<file path="src/verilog/ppe_consts.svh">
// constants for the port pin interrupt priority block
// assumes an apb slave with 32-bit data, one register per word
`ifndef PPE_CONSTS_SVH
`define PPE_CONSTS_SVH
`define PPE_IDX_PA_HI 12'hFC4
`define PPE_IDX_PA_LO 12'hFC5
`define PPE_IDX_PC_HI 12'hFC7
`define PPE_IDX_PC_LO 12'hFC8
`define PPE_IDX_EDGE 12'hFCD
`define PPE_IDX_CTL 12'hFCF
`define PPE_IDX_PEND 12'hFD0
`define PPE_IDX_MASK 12'hFD1
`define PPE_IDX_VEC 12'hFD2
`define PPE_IE_BIT 7
`define PPE_PC_MASK 8'h0F
`define PPE_RST8 8'h00
`define PPE_NPIN 12
`endif

</file>
<file path="src/verilog/ppe_pkg.sv">
// types for the port pin interrupt priority block
// assumes the constants header is included by users
package ppe_pkg;
    typedef enum logic [1:0] {
        PPE_OFF = 2'h0,
        PPE_LV1 = 2'h1,
        PPE_LV2 = 2'h2,
        PPE_LV3 = 2'h3
    } ppe_level_t;
    typedef struct packed {
        logic ei;
        logic di;
        logic interrupt_return_instr;
        logic ack;
    } ppe_core_t;
    typedef struct packed {
        logic valid;
        logic [1:0] level;
        logic [3:0] source;
    } ppe_vec_t;
endpackage

</file>
<file path="src/verilog/ppe_edge_det.sv">
// pin synchroniser and edge detector for one request group
// assumes asynchronous pin inputs and the apb clock
`timescale 1ns/1ns
module ppe_edge_det #(
    parameter int W = 8
) (
    input wire logic pclk,
    input wire logic presetn,
    input wire logic [W-1:0] pin,
    input wire logic [W-1:0] rise_sel,
    output logic [W-1:0] edge_pulse
);
    logic [W-1:0] s1_r;
    logic [W-1:0] s2_r;
    logic [W-1:0] s3_r;

    always_ff @(posedge pclk or negedge presetn) begin
        if (!presetn) begin
            s1_r <= '0;
            s2_r <= '0;
            s3_r <= '0;
        end else begin
            s1_r <= pin;
            s2_r <= s1_r;
            s3_r <= s2_r;
        end
    end

    // rise when selected, else fall; pulses over one clock survive sync
    always_comb begin
        edge_pulse = (rise_sel & s2_r & ~s3_r) | (~rise_sel & ~s2_r & s3_r);
    end
endmodule // ppe_edge_det

</file>
<file path="src/verilog/ppe_port_irq.sv">
// port pin interrupt priority enables, edge select and master enable
// assumes an apb master on pclk and a core giving one-cycle instruction strobes
`timescale 1ns/1ns
`include "ppe_consts.svh"
module ppe_port_irq
    import ppe_pkg::*;
(
    input wire logic pclk,
    input wire logic presetn,
    input wire logic psel,
    input wire logic penable,
    input wire logic pwrite,
    input wire logic [15:0] paddr,
    input wire logic [31:0] pwdata,
    output logic [31:0] prdata,
    output logic pready,
    output logic pslverr,
    input wire logic [7:0] porta_pin,
    input wire logic [3:0] portc_pin,
    input wire ppe_core_t core_in,
    output ppe_vec_t vec_out,
    output logic irq
);
    logic [7:0] pa_hi_r;
    logic [7:0] pa_lo_r;
    logic [7:0] pc_hi_r;
    logic [7:0] pc_lo_r;
    logic [7:0] edge_r;
    logic ie_r;
    logic [11:0] pend_r;
    logic [11:0] pend_nxt;
    logic [11:0] mask_r;
    logic [7:0] pa_edge;
    logic [3:0] pc_edge;
    logic [11:0] events;
    logic [11:0] en_hi;
    logic [11:0] en_lo;
    ppe_vec_t best;
    ppe_vec_t vec_r;
    logic irq_r;
    logic [31:0] rdata_r;
    logic wr_acc;
    logic rd_acc;
    logic [13:0] widx;
    logic mapped;
    logic [31:0] rmux;
    logic ready_r;
    logic slverr_r;

    function automatic ppe_level_t lvl(input logic hi, input logic lo);
        lvl = ppe_level_t'({hi, lo});
    endfunction

    function automatic logic hit(input logic [13:0] idx, input logic [11:0] reg_idx);
        hit = (idx == {2'h0, reg_idx});
    endfunction

    ppe_edge_det #(.W(8)) u_pa (
        .pclk(pclk),
        .presetn(presetn),
        .pin(porta_pin),
        .rise_sel(edge_r),
        .edge_pulse(pa_edge)
    );

    ppe_edge_det #(.W(4)) u_pc (
        .pclk(pclk),
        .presetn(presetn),
        .pin(portc_pin),
        .rise_sel(4'hF),
        .edge_pulse(pc_edge)
    );

    assign events = {pc_edge, pa_edge};
    assign en_hi = {pc_hi_r[3:0], pa_hi_r};
    assign en_lo = {pc_lo_r[3:0], pa_lo_r};
    assign widx = paddr[15:2];
    assign wr_acc = psel && penable && pwrite;
    assign rd_acc = psel && !penable && !pwrite;
    assign mapped = hit(widx, `PPE_IDX_PA_HI) || hit(widx, `PPE_IDX_PA_LO)
        || hit(widx, `PPE_IDX_PC_HI) || hit(widx, `PPE_IDX_PC_LO)
        || hit(widx, `PPE_IDX_EDGE) || hit(widx, `PPE_IDX_CTL)
        || hit(widx, `PPE_IDX_PEND) || hit(widx, `PPE_IDX_MASK)
        || hit(widx, `PPE_IDX_VEC);

    // port a high enables
    always_ff @(posedge pclk or negedge presetn) begin
        if (!presetn) begin
            pa_hi_r <= `PPE_RST8;
        end else if (wr_acc && hit(widx, `PPE_IDX_PA_HI)) begin
            pa_hi_r <= pwdata[7:0];
        end
    end

    // port a low enables
    always_ff @(posedge pclk or negedge presetn) begin
        if (!presetn) begin
            pa_lo_r <= `PPE_RST8;
        end else if (wr_acc && hit(widx, `PPE_IDX_PA_LO)) begin
            pa_lo_r <= pwdata[7:0];
        end
    end

    // port c high enables, reserved bits forced to zero
    always_ff @(posedge pclk or negedge presetn) begin
        if (!presetn) begin
            pc_hi_r <= `PPE_RST8;
        end else if (wr_acc && hit(widx, `PPE_IDX_PC_HI)) begin
            pc_hi_r <= pwdata[7:0] & `PPE_PC_MASK;
        end
    end

    // port c low enables, reserved bits forced to zero
    always_ff @(posedge pclk or negedge presetn) begin
        if (!presetn) begin
            pc_lo_r <= `PPE_RST8;
        end else if (wr_acc && hit(widx, `PPE_IDX_PC_LO)) begin
            pc_lo_r <= pwdata[7:0] & `PPE_PC_MASK;
        end
    end

    // port a edge polarity
    always_ff @(posedge pclk or negedge presetn) begin
        if (!presetn) begin
            edge_r <= `PPE_RST8;
        end else if (wr_acc && hit(widx, `PPE_IDX_EDGE)) begin
            edge_r <= pwdata[7:0];
        end
    end

    // interrupt line mask
    always_ff @(posedge pclk or negedge presetn) begin
        if (!presetn) begin
            mask_r <= '0;
        end else if (wr_acc && hit(widx, `PPE_IDX_MASK)) begin
            mask_r <= pwdata[11:0];
        end
    end

    // ready comes from a flop; every access phase is one cycle
    always_ff @(posedge pclk or negedge presetn) begin
        if (!presetn) begin
            ready_r <= 1'b0;
        end else begin
            ready_r <= 1'b1;
        end
    end

    // error decided in setup, held through the access phase
    always_ff @(posedge pclk or negedge presetn) begin
        if (!presetn) begin
            slverr_r <= 1'b0;
        end else if (psel && !penable) begin
            slverr_r <= !mapped;
        end else if (!(psel && penable)) begin
            slverr_r <= 1'b0;
        end
    end

    // master enable; di and ack win over ei and return, and core strobes win over a control write
    always_ff @(posedge pclk or negedge presetn) begin
        if (!presetn) begin
            ie_r <= 1'b0;
        end else if (core_in.di || core_in.ack) begin
            ie_r <= 1'b0;
        end else if (core_in.ei || core_in.interrupt_return_instr) begin
            ie_r <= 1'b1;
        end else if (wr_acc && hit(widx, `PPE_IDX_CTL)) begin
            ie_r <= pwdata[`PPE_IE_BIT];
        end
    end

    // pending: set wins over write-one-clear and over acknowledge
    always_comb begin
        pend_nxt = pend_r;
        if (wr_acc && hit(widx, `PPE_IDX_PEND)) begin
            pend_nxt = pend_nxt & ~pwdata[11:0];
        end
        if (core_in.ack && vec_r.valid) begin
            pend_nxt[vec_r.source] = 1'b0;
        end
        pend_nxt = pend_nxt | events;
    end

    always_ff @(posedge pclk or negedge presetn) begin
        if (!presetn) begin
            pend_r <= '0;
        end else begin
            pend_r <= pend_nxt;
        end
    end

    // highest level wins, lowest index breaks ties
    always_comb begin
        best = '0;
        for (int i = `PPE_NPIN - 1; i >= 0; i--) begin
            if (pend_r[i] && lvl(en_hi[i], en_lo[i]) != PPE_OFF
                && lvl(en_hi[i], en_lo[i]) >= ppe_level_t'(best.level)) begin
                best.valid = 1'b1;
                best.level = lvl(en_hi[i], en_lo[i]);
                best.source = 4'(i);
            end
        end
    end

    always_ff @(posedge pclk or negedge presetn) begin
        if (!presetn) begin
            vec_r <= '0;
        end else begin
            vec_r <= ie_r ? best : '0;
        end
    end

    always_ff @(posedge pclk or negedge presetn) begin
        if (!presetn) begin
            irq_r <= 1'b0;
        end else begin
            irq_r <= |(pend_r & mask_r);
        end
    end

    always_comb begin
        rmux = '0;
        if (hit(widx, `PPE_IDX_PA_HI)) rmux[7:0] = pa_hi_r;
        if (hit(widx, `PPE_IDX_PA_LO)) rmux[7:0] = pa_lo_r;
        if (hit(widx, `PPE_IDX_PC_HI)) rmux[7:0] = pc_hi_r;
        if (hit(widx, `PPE_IDX_PC_LO)) rmux[7:0] = pc_lo_r;
        if (hit(widx, `PPE_IDX_EDGE)) rmux[7:0] = edge_r;
        if (hit(widx, `PPE_IDX_CTL)) rmux[`PPE_IE_BIT] = ie_r;
        if (hit(widx, `PPE_IDX_PEND)) rmux[11:0] = pend_r;
        if (hit(widx, `PPE_IDX_MASK)) rmux[11:0] = mask_r;
        if (hit(widx, `PPE_IDX_VEC)) rmux[6:0] = vec_r;
    end

    // read data captured in setup, answer in the first access cycle
    always_ff @(posedge pclk or negedge presetn) begin
        if (!presetn) begin
            rdata_r <= '0;
        end else if (rd_acc) begin
            rdata_r <= rmux;
        end
    end

    assign prdata = rdata_r;
    assign pready = ready_r;
    assign pslverr = slverr_r;
    assign vec_out = vec_r;
    assign irq = irq_r;

    a_ie_clear: assert property (@(posedge pclk) disable iff (!presetn)
        (core_in.di || core_in.ack) |=> !ie_r) else $error("master enable not cleared");
    a_ie_set: assert property (@(posedge pclk) disable iff (!presetn)
        (core_in.ei && !core_in.di && !core_in.ack) |=> ie_r)
        else $error("master enable not set");
    a_vec_gate: assert property (@(posedge pclk) disable iff (!presetn)
        vec_out.valid |-> $past(ie_r)) else $error("vector without master enable");
    a_pend_hold: assert property (@(posedge pclk) disable iff (!presetn)
        (pend_r[0] && !core_in.ack && !wr_acc) |=> pend_r[0])
        else $error("pending bit lost");
    a_pend_set: assert property (@(posedge pclk) disable iff (!presetn)
        events[0] |=> pend_r[0]) else $error("event not latched");
    a_pc_upper: assert property (@(posedge pclk) disable iff (!presetn)
        (pc_hi_r[7:4] == 4'h0) && (pc_lo_r[7:4] == 4'h0))
        else $error("port c reserved bits set");
    a_vec_level: assert property (@(posedge pclk) disable iff (!presetn)
        (ie_r && best.valid) |=> (vec_out.level == $past(best.level)))
        else $error("vector level wrong");
    a_edge_fall: assert property (@(posedge pclk) disable iff (!presetn)
        (!edge_r[0] && $fell(u_pa.s2_r[0])) |-> pa_edge[0])
        else $error("falling edge missed");

    a_pa_hi_wr: assert property (@(posedge pclk) disable iff (!presetn)
        (wr_acc && hit(widx, `PPE_IDX_PA_HI)) |=> (pa_hi_r == $past(pwdata[7:0])))
        else $error("port a high write lost");

    a_pa_lo_wr: assert property (@(posedge pclk) disable iff (!presetn)
        (wr_acc && hit(widx, `PPE_IDX_PA_LO)) |=> (pa_lo_r == $past(pwdata[7:0])))
        else $error("port a low write lost");

    a_pc_hi_wr: assert property (@(posedge pclk) disable iff (!presetn)
        (wr_acc && hit(widx, `PPE_IDX_PC_HI)) |=> (pc_hi_r[3:0] == $past(pwdata[3:0])))
        else $error("port c high write lost");

    a_pc_lo_wr: assert property (@(posedge pclk) disable iff (!presetn)
        (wr_acc && hit(widx, `PPE_IDX_PC_LO)) |=> (pc_lo_r[3:0] == $past(pwdata[3:0])))
        else $error("port c low write lost");

    a_edge_wr: assert property (@(posedge pclk) disable iff (!presetn)
        (wr_acc && hit(widx, `PPE_IDX_EDGE)) |=> (edge_r == $past(pwdata[7:0])))
        else $error("edge select write lost");

    a_ctl_resv: assert property (@(posedge pclk) disable iff (!presetn)
        hit(widx, `PPE_IDX_CTL) |-> (rmux[6:0] == 7'h00))
        else $error("control reserved bits not zero");

    a_vec_off: assert property (@(posedge pclk) disable iff (!presetn)
        !ie_r |=> !vec_out.valid)
        else $error("vector while disabled");

    a_irq_level: assert property (@(posedge pclk) disable iff (!presetn)
        (|(pend_r & mask_r)) |=> irq)
        else $error("irq not raised");

    a_bus_ready: assert property (@(posedge pclk) disable iff (!presetn)
        (psel && penable) |-> pready)
        else $error("access phase without ready");

    a_bus_err: assert property (@(posedge pclk) disable iff (!presetn)
        (psel && penable && !mapped) |-> pslverr)
        else $error("unmapped access without error");
endmodule // ppe_port_irq
</file>
<file path="config.mk">
export PLATFORM = sky130hd
export DESIGN_NAME = ppe_port_irq
export DESIGN_NICKNAME = d
export VERILOG_FILES = /design/src/verilog/ppe_pkg.sv /design/src/verilog/ppe_edge_det.sv /design/src/verilog/ppe_port_irq.sv
export VERILOG_INCLUDE_DIRS = /design/src /design/src/verilog
export SDC_FILE = /design/constraint.sdc
export NUM_CORES = 1
export LEC_CHECK = 0
export ABC_AREA = 1
export BUFFER_PORTS_ARGS = -buffer_cell sky130_fd_sc_hd__buf_2
export CAP_MARGIN = 30
export CORE_ASPECT_RATIO = 1.75
export CORE_MARGIN = 2
export CORE_UTILIZATION = 30
export CTS_BUF_LIST = sky130_fd_sc_hd__clkbuf_8
export CTS_CLUSTER_DIAMETER = 80
export CTS_CLUSTER_SIZE = 24
export DETAILED_ROUTE_END_ITERATION = 16
export HOLD_SLACK_MARGIN = 0.03
export MAX_ROUTING_LAYER = met4
export PLACE_DENSITY_LB_ADDON = 0.1
export RECOVER_POWER = 100
export SLEW_MARGIN = 10
export SYNTH_ARGS = -nofsm -noshare
export SYNTH_HDL_FRONTEND = slang
export SYNTH_SLANG_ARGS = --single-unit
</file>
<file path="constraint.sdc">
create_clock -name pclk -period 8.9 [get_ports pclk]
set_input_delay 0.89 -clock pclk [delete_from_list [all_inputs] [get_ports pclk]]
set_output_delay 0.89 -clock pclk [all_outputs]
set_load 0.05 [all_outputs]
</file>
# After elaboration in Yosys (flattened, before gate mapping)

Index checks and enable logic that the tools add are counted.

Order comparisons: 14
Eq/ne operators: 10
Multiplexer cells: 31
Bitwise gates (word level): 16
Reduce and logical (&&, ||, !) cells: 65

Operators by type and width:

| cell                                                              | number |
|---|---|
| equality test 14 x 12 -> 1 bit, second input constant             | 9 |
| two-way mux 7 bit                                                 | 14 |
| two-way mux 12 bit                                                | 4 |
| two-way mux 8 bit                                                 | 5 |
| logical AND 1 bit                                                 | 38 |
| bitwise AND 12 bit                                                | 3 |
| bitwise AND 8 bit                                                 | 4 |
| NOT 12 bit                                                        | 2 |
| NOT 8 bit                                                         | 3 |
| nonzero test 2 bit                                                | 12 |
| greater-or-equal comparator 2 bit                                 | 11 |
| bitwise OR 12 bit                                                 | 1 |
| OR reduction 12 bit                                               | 1 |
| logical OR 1 bit                                                  | 10 |
| bitwise OR 8 bit                                                  | 1 |
| two-way mux 1 bit                                                 | 7 |
| < comparator 4 x 5 -> 1 bit, second input constant                | 1 |
| bitwise AND 4 bit                                                 | 1 |
| demux 1 bit (select 4 bit)                                        | 1 |
| greater-or-equal comparator 4 x 1 -> 1 bit, second input constant | 1 |
| NOT 4 bit                                                         | 1 |
| logical NOT 1 bit                                                 | 3 |
| nonzero test 3 bit                                                | 1 |
| greater-or-equal comparator 2 x 1 -> 1 bit, second input constant | 1 |
| inequality test 2 x 1 -> 1 bit, second input constant             | 1 |

Flip-flop bits (word level): 115
Bits of input ports: 69
Output and inout bits: 42
Logic and storage cells: 157

# Depth between registers and ports, before layout

Depth after elaboration: 38
Depth in mapped cells: 93
Depth with buffers taken out: 93

# Hierarchy

A second synthesis with hierarchy kept.

Cell total of the unflattened synthesis: 737
Area total of the unflattened synthesis: 5941.9 sq um

Modules (own cells, without submodules):

| module              | times used | cells each | area each (sq um) |
|---|---|---|---|
| ppe_port_irq        | 1          | 641        | 4800.9 |
| ppe_edge_det (u_pa) | 1          | 64         | 760.7 |
| ppe_edge_det (u_pc) | 1          | 32         | 380.4 |

# Least setup slack after synthesis

No wires, ideal clock.

Path kind: reg2reg
Start point: reg pc_hi_r[3]
End point: reg vec_r (netlist bit vec_out[3])
Setup time: 71 ps
Arrival time: 9420 ps
Required time: 8829 ps
Path slack: -592 ps
Stages on the path, launching flop included: 87
Buffers on the path: 0
Period minus slack after synthesis: 9492 ps
Cells stage by stage: dfrtp_1 -> inv_2 -> nand2_2 -> nand2_2 -> nor2_2 -> ha_1 -> nand2_1 -> nand3_4 -> nand2_4 -> nand2_1 -> o21ai_2 -> ha_1 -> o21ai_0 -> nand3_2 -> nand3_1 -> nand2_1 -> ha_1 -> inv_1 -> (+51 left out) -> nand2_1 -> nand3_2 -> and2_1 -> ha_1 -> o21a_1 -> o21ai_0 -> inv_1 -> o21ai_0 -> nand3_2 -> nand2_1 -> ha_1 -> o21ai_0 -> nand2_1 -> o211ai_1 -> nand2_1 -> nor2_1 -> nand2_1 -> nor2_1

Cells in the longest elaborated chain, start to end: 38
Elaborated cells on any way between the ends: 39
Those cells by class: order compare (12); mux (13); reduce/logical (14)

Ends and longest elaborated chain:

| item                                                                               | RTL line            | source |
|---|---|---|
| start: declaration                                                                 | ppe_port_irq.sv:26  | `logic [7:0] pc_hi_r;` |
| start signal: assignment                                                           | ppe_port_irq.sv:107 | `` pc_hi_r <= `PPE_RST8; `` |
| start signal: assignment                                                           | ppe_port_irq.sv:109 | `` pc_hi_r <= pwdata[7:0] & `PPE_PC_MASK; `` |
| branches (longest 3 deep; another with greater-or-equal comparator 2 x 1 -> 1 bit) | --                  |  |
| two-way mux 7 bit (*)                                                              | ppe_port_irq.sv:197 | `if (pend_r[i] && lvl(en_hi[i], en_lo[i]) != PPE_OFF` |
| greater-or-equal comparator 2 bit                                                  | ppe_port_irq.sv:198 | `&& lvl(en_hi[i], en_lo[i]) >= ppe_level_t'(best.level)) begin` |
| logical AND 1 bit                                                                  | ppe_port_irq.sv:198 |  |
| two-way mux 7 bit (*)                                                              | ppe_port_irq.sv:197 |  |
| greater-or-equal comparator 2 bit                                                  | ppe_port_irq.sv:198 |  |
| logical AND 1 bit                                                                  | ppe_port_irq.sv:198 |  |
| two-way mux 7 bit (*)                                                              | ppe_port_irq.sv:197 |  |
| (+20 left out)                                                                     | --                  |  |
| two-way mux 7 bit (*)                                                              | ppe_port_irq.sv:197 |  |
| greater-or-equal comparator 2 bit                                                  | ppe_port_irq.sv:198 |  |
| logical AND 1 bit                                                                  | ppe_port_irq.sv:198 |  |
| two-way mux 7 bit (*)                                                              | ppe_port_irq.sv:197 |  |
| greater-or-equal comparator 2 bit                                                  | ppe_port_irq.sv:198 |  |
| logical AND 1 bit                                                                  | ppe_port_irq.sv:198 |  |
| two-way mux 7 bit (*)                                                              | ppe_port_irq.sv:197 |  |
| two-way mux 7 bit (*)                                                              | ppe_port_irq.sv:210 | `vec_r <= ie_r ? best : '0;` |
| end signal: assignment                                                             | ppe_port_irq.sv:210 |  |
| end: declaration                                                                   | ppe_port_irq.sv:39  | `ppe_vec_t vec_r;` |

Every way passes the cells marked *.
A chain may end at the register's enable or synchronous reset.

# Final worst setup path

Ends and elaborated chain as after synthesis.

==> metrics.cfg <==
[outcome]
status = finished with violations
violations = max-capacitance violations, max-slew violations, negative setup slack

[setup_path]
end_kind = register
cpPeakStageDelay_ns = 0.38
worstReg2RegStart = pc_hi_r[3]$_DFFE_PN0P_
critPathKind = register to register
critPathMostFrequentCell = nand2_2
crit_start = pc_hi_r[3]$_DFFE_PN0P_
worst-path-max-fanout = 4
cp-start-kind = register
worst_path_max_delay_cell = dfrtp_1
critPathArrivalTime_ns = 9.83
critical_path_required_ns = 9.27

[sta]
worst_slew_margin_rel_pct = -131
timing.final.crit_share_pct = 106
hold_viol_final = 0
maxSlewViolCount = 105
layout_min_cycle_time_ns = 9.46
setup_viol = 7
worstMarginPinSlew_ns = 3.46
fmax_mhz = 106
hold_ws_ns = 0.349
setup_slack_ns = -0.556
rsz0062_at_grt = true
finalClockSkew_ns = 0.0104

[detailed_routing]
drc = 0
wl_per_cell_um = 17.1
drt_pass1_iterations = 5
vias = 5503
routed_via_density = 4.84
drt-total-wl_mm = 19.4
ant_nets = 0
first_iter_violations = 213

[yosys]
async_flop_share_pct = 100
synth_top_family_by_area = simple AND/OR/NAND/NOR gates
syn_area_um2 = 5850
yosysTopAreaCell = dfrtp_1
synth_mux_area_share_pct = 0
synth_edf_count = 0
synth_top_flop_cell = dfrtp_1
synth-compound-area-share_pct = 14.6
ys_warn_count = 0
synth-simple-area-share_pct = 23.8
synth_xor_area_share_pct = 0
synth_top_area_share_pct = 49.2
seq_area_frac_synth_pct = 49.2
synthAdderAreaFrac_pct = 2.99
synthDistinctLibCells = 43
synth_seq_cells = 115
synth_area_leaders = dfrtp_1 49%, nand2_1 12%, inv_1 5.6%, o21ai_0 5.5%, ha_1 3.0%
synth_area_per_cell_um2 = 8.43
synthCells = 694

[die]
dieArea_um2 = 20700
rows = 67
start_util_pct = 30.6
coreArea_um2 = 19100
die_h_um = 189
die_w_um = 110
ios = 111

[placed_design]
place_hpwl_mm = 14.3
dp.cells = 1042
port-buffer-count = 68
globalplace.congestion = 0.885
placed_area_um2 = 6800

[clock_network]
cts_root_buffer = clkbuf_8
holdBufCountCts = 0
htree_levels = 4
clkTransAtPathRegs_ns = 0.07
cts_tree = built
cts.path.max_buffers = 2
worstSkewPairLatency_ns = 0.45
cts_sinks = 115
cts_buffers = 17

[global_route]
grt_remaining_overflow = 0
grt_pass1_wl_mm = 30.0
antenna_found_initial = 0
gr-usage-all-layers_pct = 20.2
grt_max_degree = 76
grt_pass1_vias = 5571

[power]
p_per_area_nw_per_um2 = 143
irDropWorstVdd_mv = 0.151
leakagePower_nw = 3.77

[worst_hold_path]
hp-class = register to register
worstHoldStart = u_pa.s1_r[2]$_DFF_PN0_

[finish]
final_common_cell = nand2_1
final_cells = 1137
area_growth_pct = 36.0
diodes = 0
fin_area_um2 = 7960
final_cell_mix = 149 x nand2_1, 114 x dfrtp_1, 108 x buf_4
fin_nets = 968
seq_area_um2 = 2880
fill_cells = 1969
fin_util_pct = 41.6
multiInputGateArea_um2 = 2830
drive_above_1_share_pct = 33.1

[job]
cap_violations = 2

[what timing repair did]
| item | 4_1_cts | 5_1_grt |
|---|---|---|
| pin swaps | 43 | 58 |
| buffers inserted | 56 | 9 |
| resized for setup | 35 | 46 |
| setup endpoints to repair | 7 | 7 |
[per-stage QoR]
stage	TNS (ns)	total power [mW]	worst slack, ns
after floorplan	-0.734	0.597	-0.170
after global placement	-3.46	0.623	-0.539
after detailed placement	-4.85	0.625	-0.750
after CTS	-3.95	1.15	-0.618
after global routing	-7.38	1.18	-1.13
final	-3.44	1.14	-0.556
[cells in the mapped netlist, types with 12 or more instances]
library cell / instances
nand2_2: 13
nor2_1: 33
o21ai_1: 15
nand2_1: 181
dfrtp_1: 115
o21ai_0: 64
inv_1: 88
ha_1: 14
buf_4: 20
nand3_1: 28
nand3_2: 12
[worst paths after layout]
kind	slack [ns]	to	depth (start not counted)
min in group asynchronous	1.12	pa_lo_r[6]$_DFFE_PN0P_	1
hold reg to reg	0.35	u_pa.s2_r[2]$_DFF_PN0_	0
setup / recovery	-0.56	vec_out[3]$_DFF_PN0_	86
hold / removal	0.35	u_pa.s2_r[2]$_DFF_PN0_	0
setup reg to reg	-0.56	vec_out[3]$_DFF_PN0_	86
max in group asynchronous	2.72	pend_r[11]$_DFF_PN0_	3
[metal layers]
| layer | global-route usage, % | vias to the layer above | share of wire, % |
|---|---|---|---|
| li1 | - | 2652 | - |
| met4 | 7.55 | 0 | 2.8 |
| met2 | 35.3 | 136 | 54 |
| met5 | - | - | 0 |
| met3 | 3.39 | 30 | 3.0 |
| met1 | 22.5 | 2685 | 40 |
[critical path, delay by kind of cell, from the launching register on]
kind,cells,cell delay [ns]
AO/OA/AOI/OAI,8,1.13
adder cells (fa/ha/maj),10,2.19
buffers and inverters,15,1.20
flip-flops,1,0.38
AND/OR/NAND/NOR,53,4.49
[logic make-up after synthesis]
kind of cell	count (synthesis)
buf+inv	124
other cells	2
fa+ha+maj	14
compound gates	139
flops	115
simple gates	300
[flip-flops by register name (all words and copies together), names as in the netlist]
name,flops
edge_r,8
ie_r,1
irq,1
mask_r,12
pa_hi_r,8
pa_lo_r,8
pc_hi_r,4
pc_lo_r,4
pend_r,12
prdata,12
pready,1
pslverr,1
u_pa.s1_r,8
u_pa.s2_r,8
u_pa.s3_r,8
u_pc.s1_r,4
u_pc.s2_r,4
u_pc.s3_r,4
vec_out,7
[where the power goes]
| group | leakage (nW) | switching (mW) | internal [mW] |
|---|---|---|---|
| sequential | 1.45 | 0.00634 | 0.534 |
| clock | 0.213 | 0.218 | 0.306 |
| combinational | 2.11 | 0.0581 | 0.0143 |
[layout make-up]
| cell class | count | share of cell area, % |
|---|---|---|
| Clock buffer | 18 | 3.11 |
| Timing Repair Buffer | 183 | 14.8 |
| Multi-Input combinational cell | 474 | 35.6 |
| Clock inverter | 12 | 2.09 |
| Inverter | 94 | 4.43 |
| Tap cell | 241 | 3.79 |
| Sequential cell | 115 | 36.2 |
(Power assumes the default switching activity.)
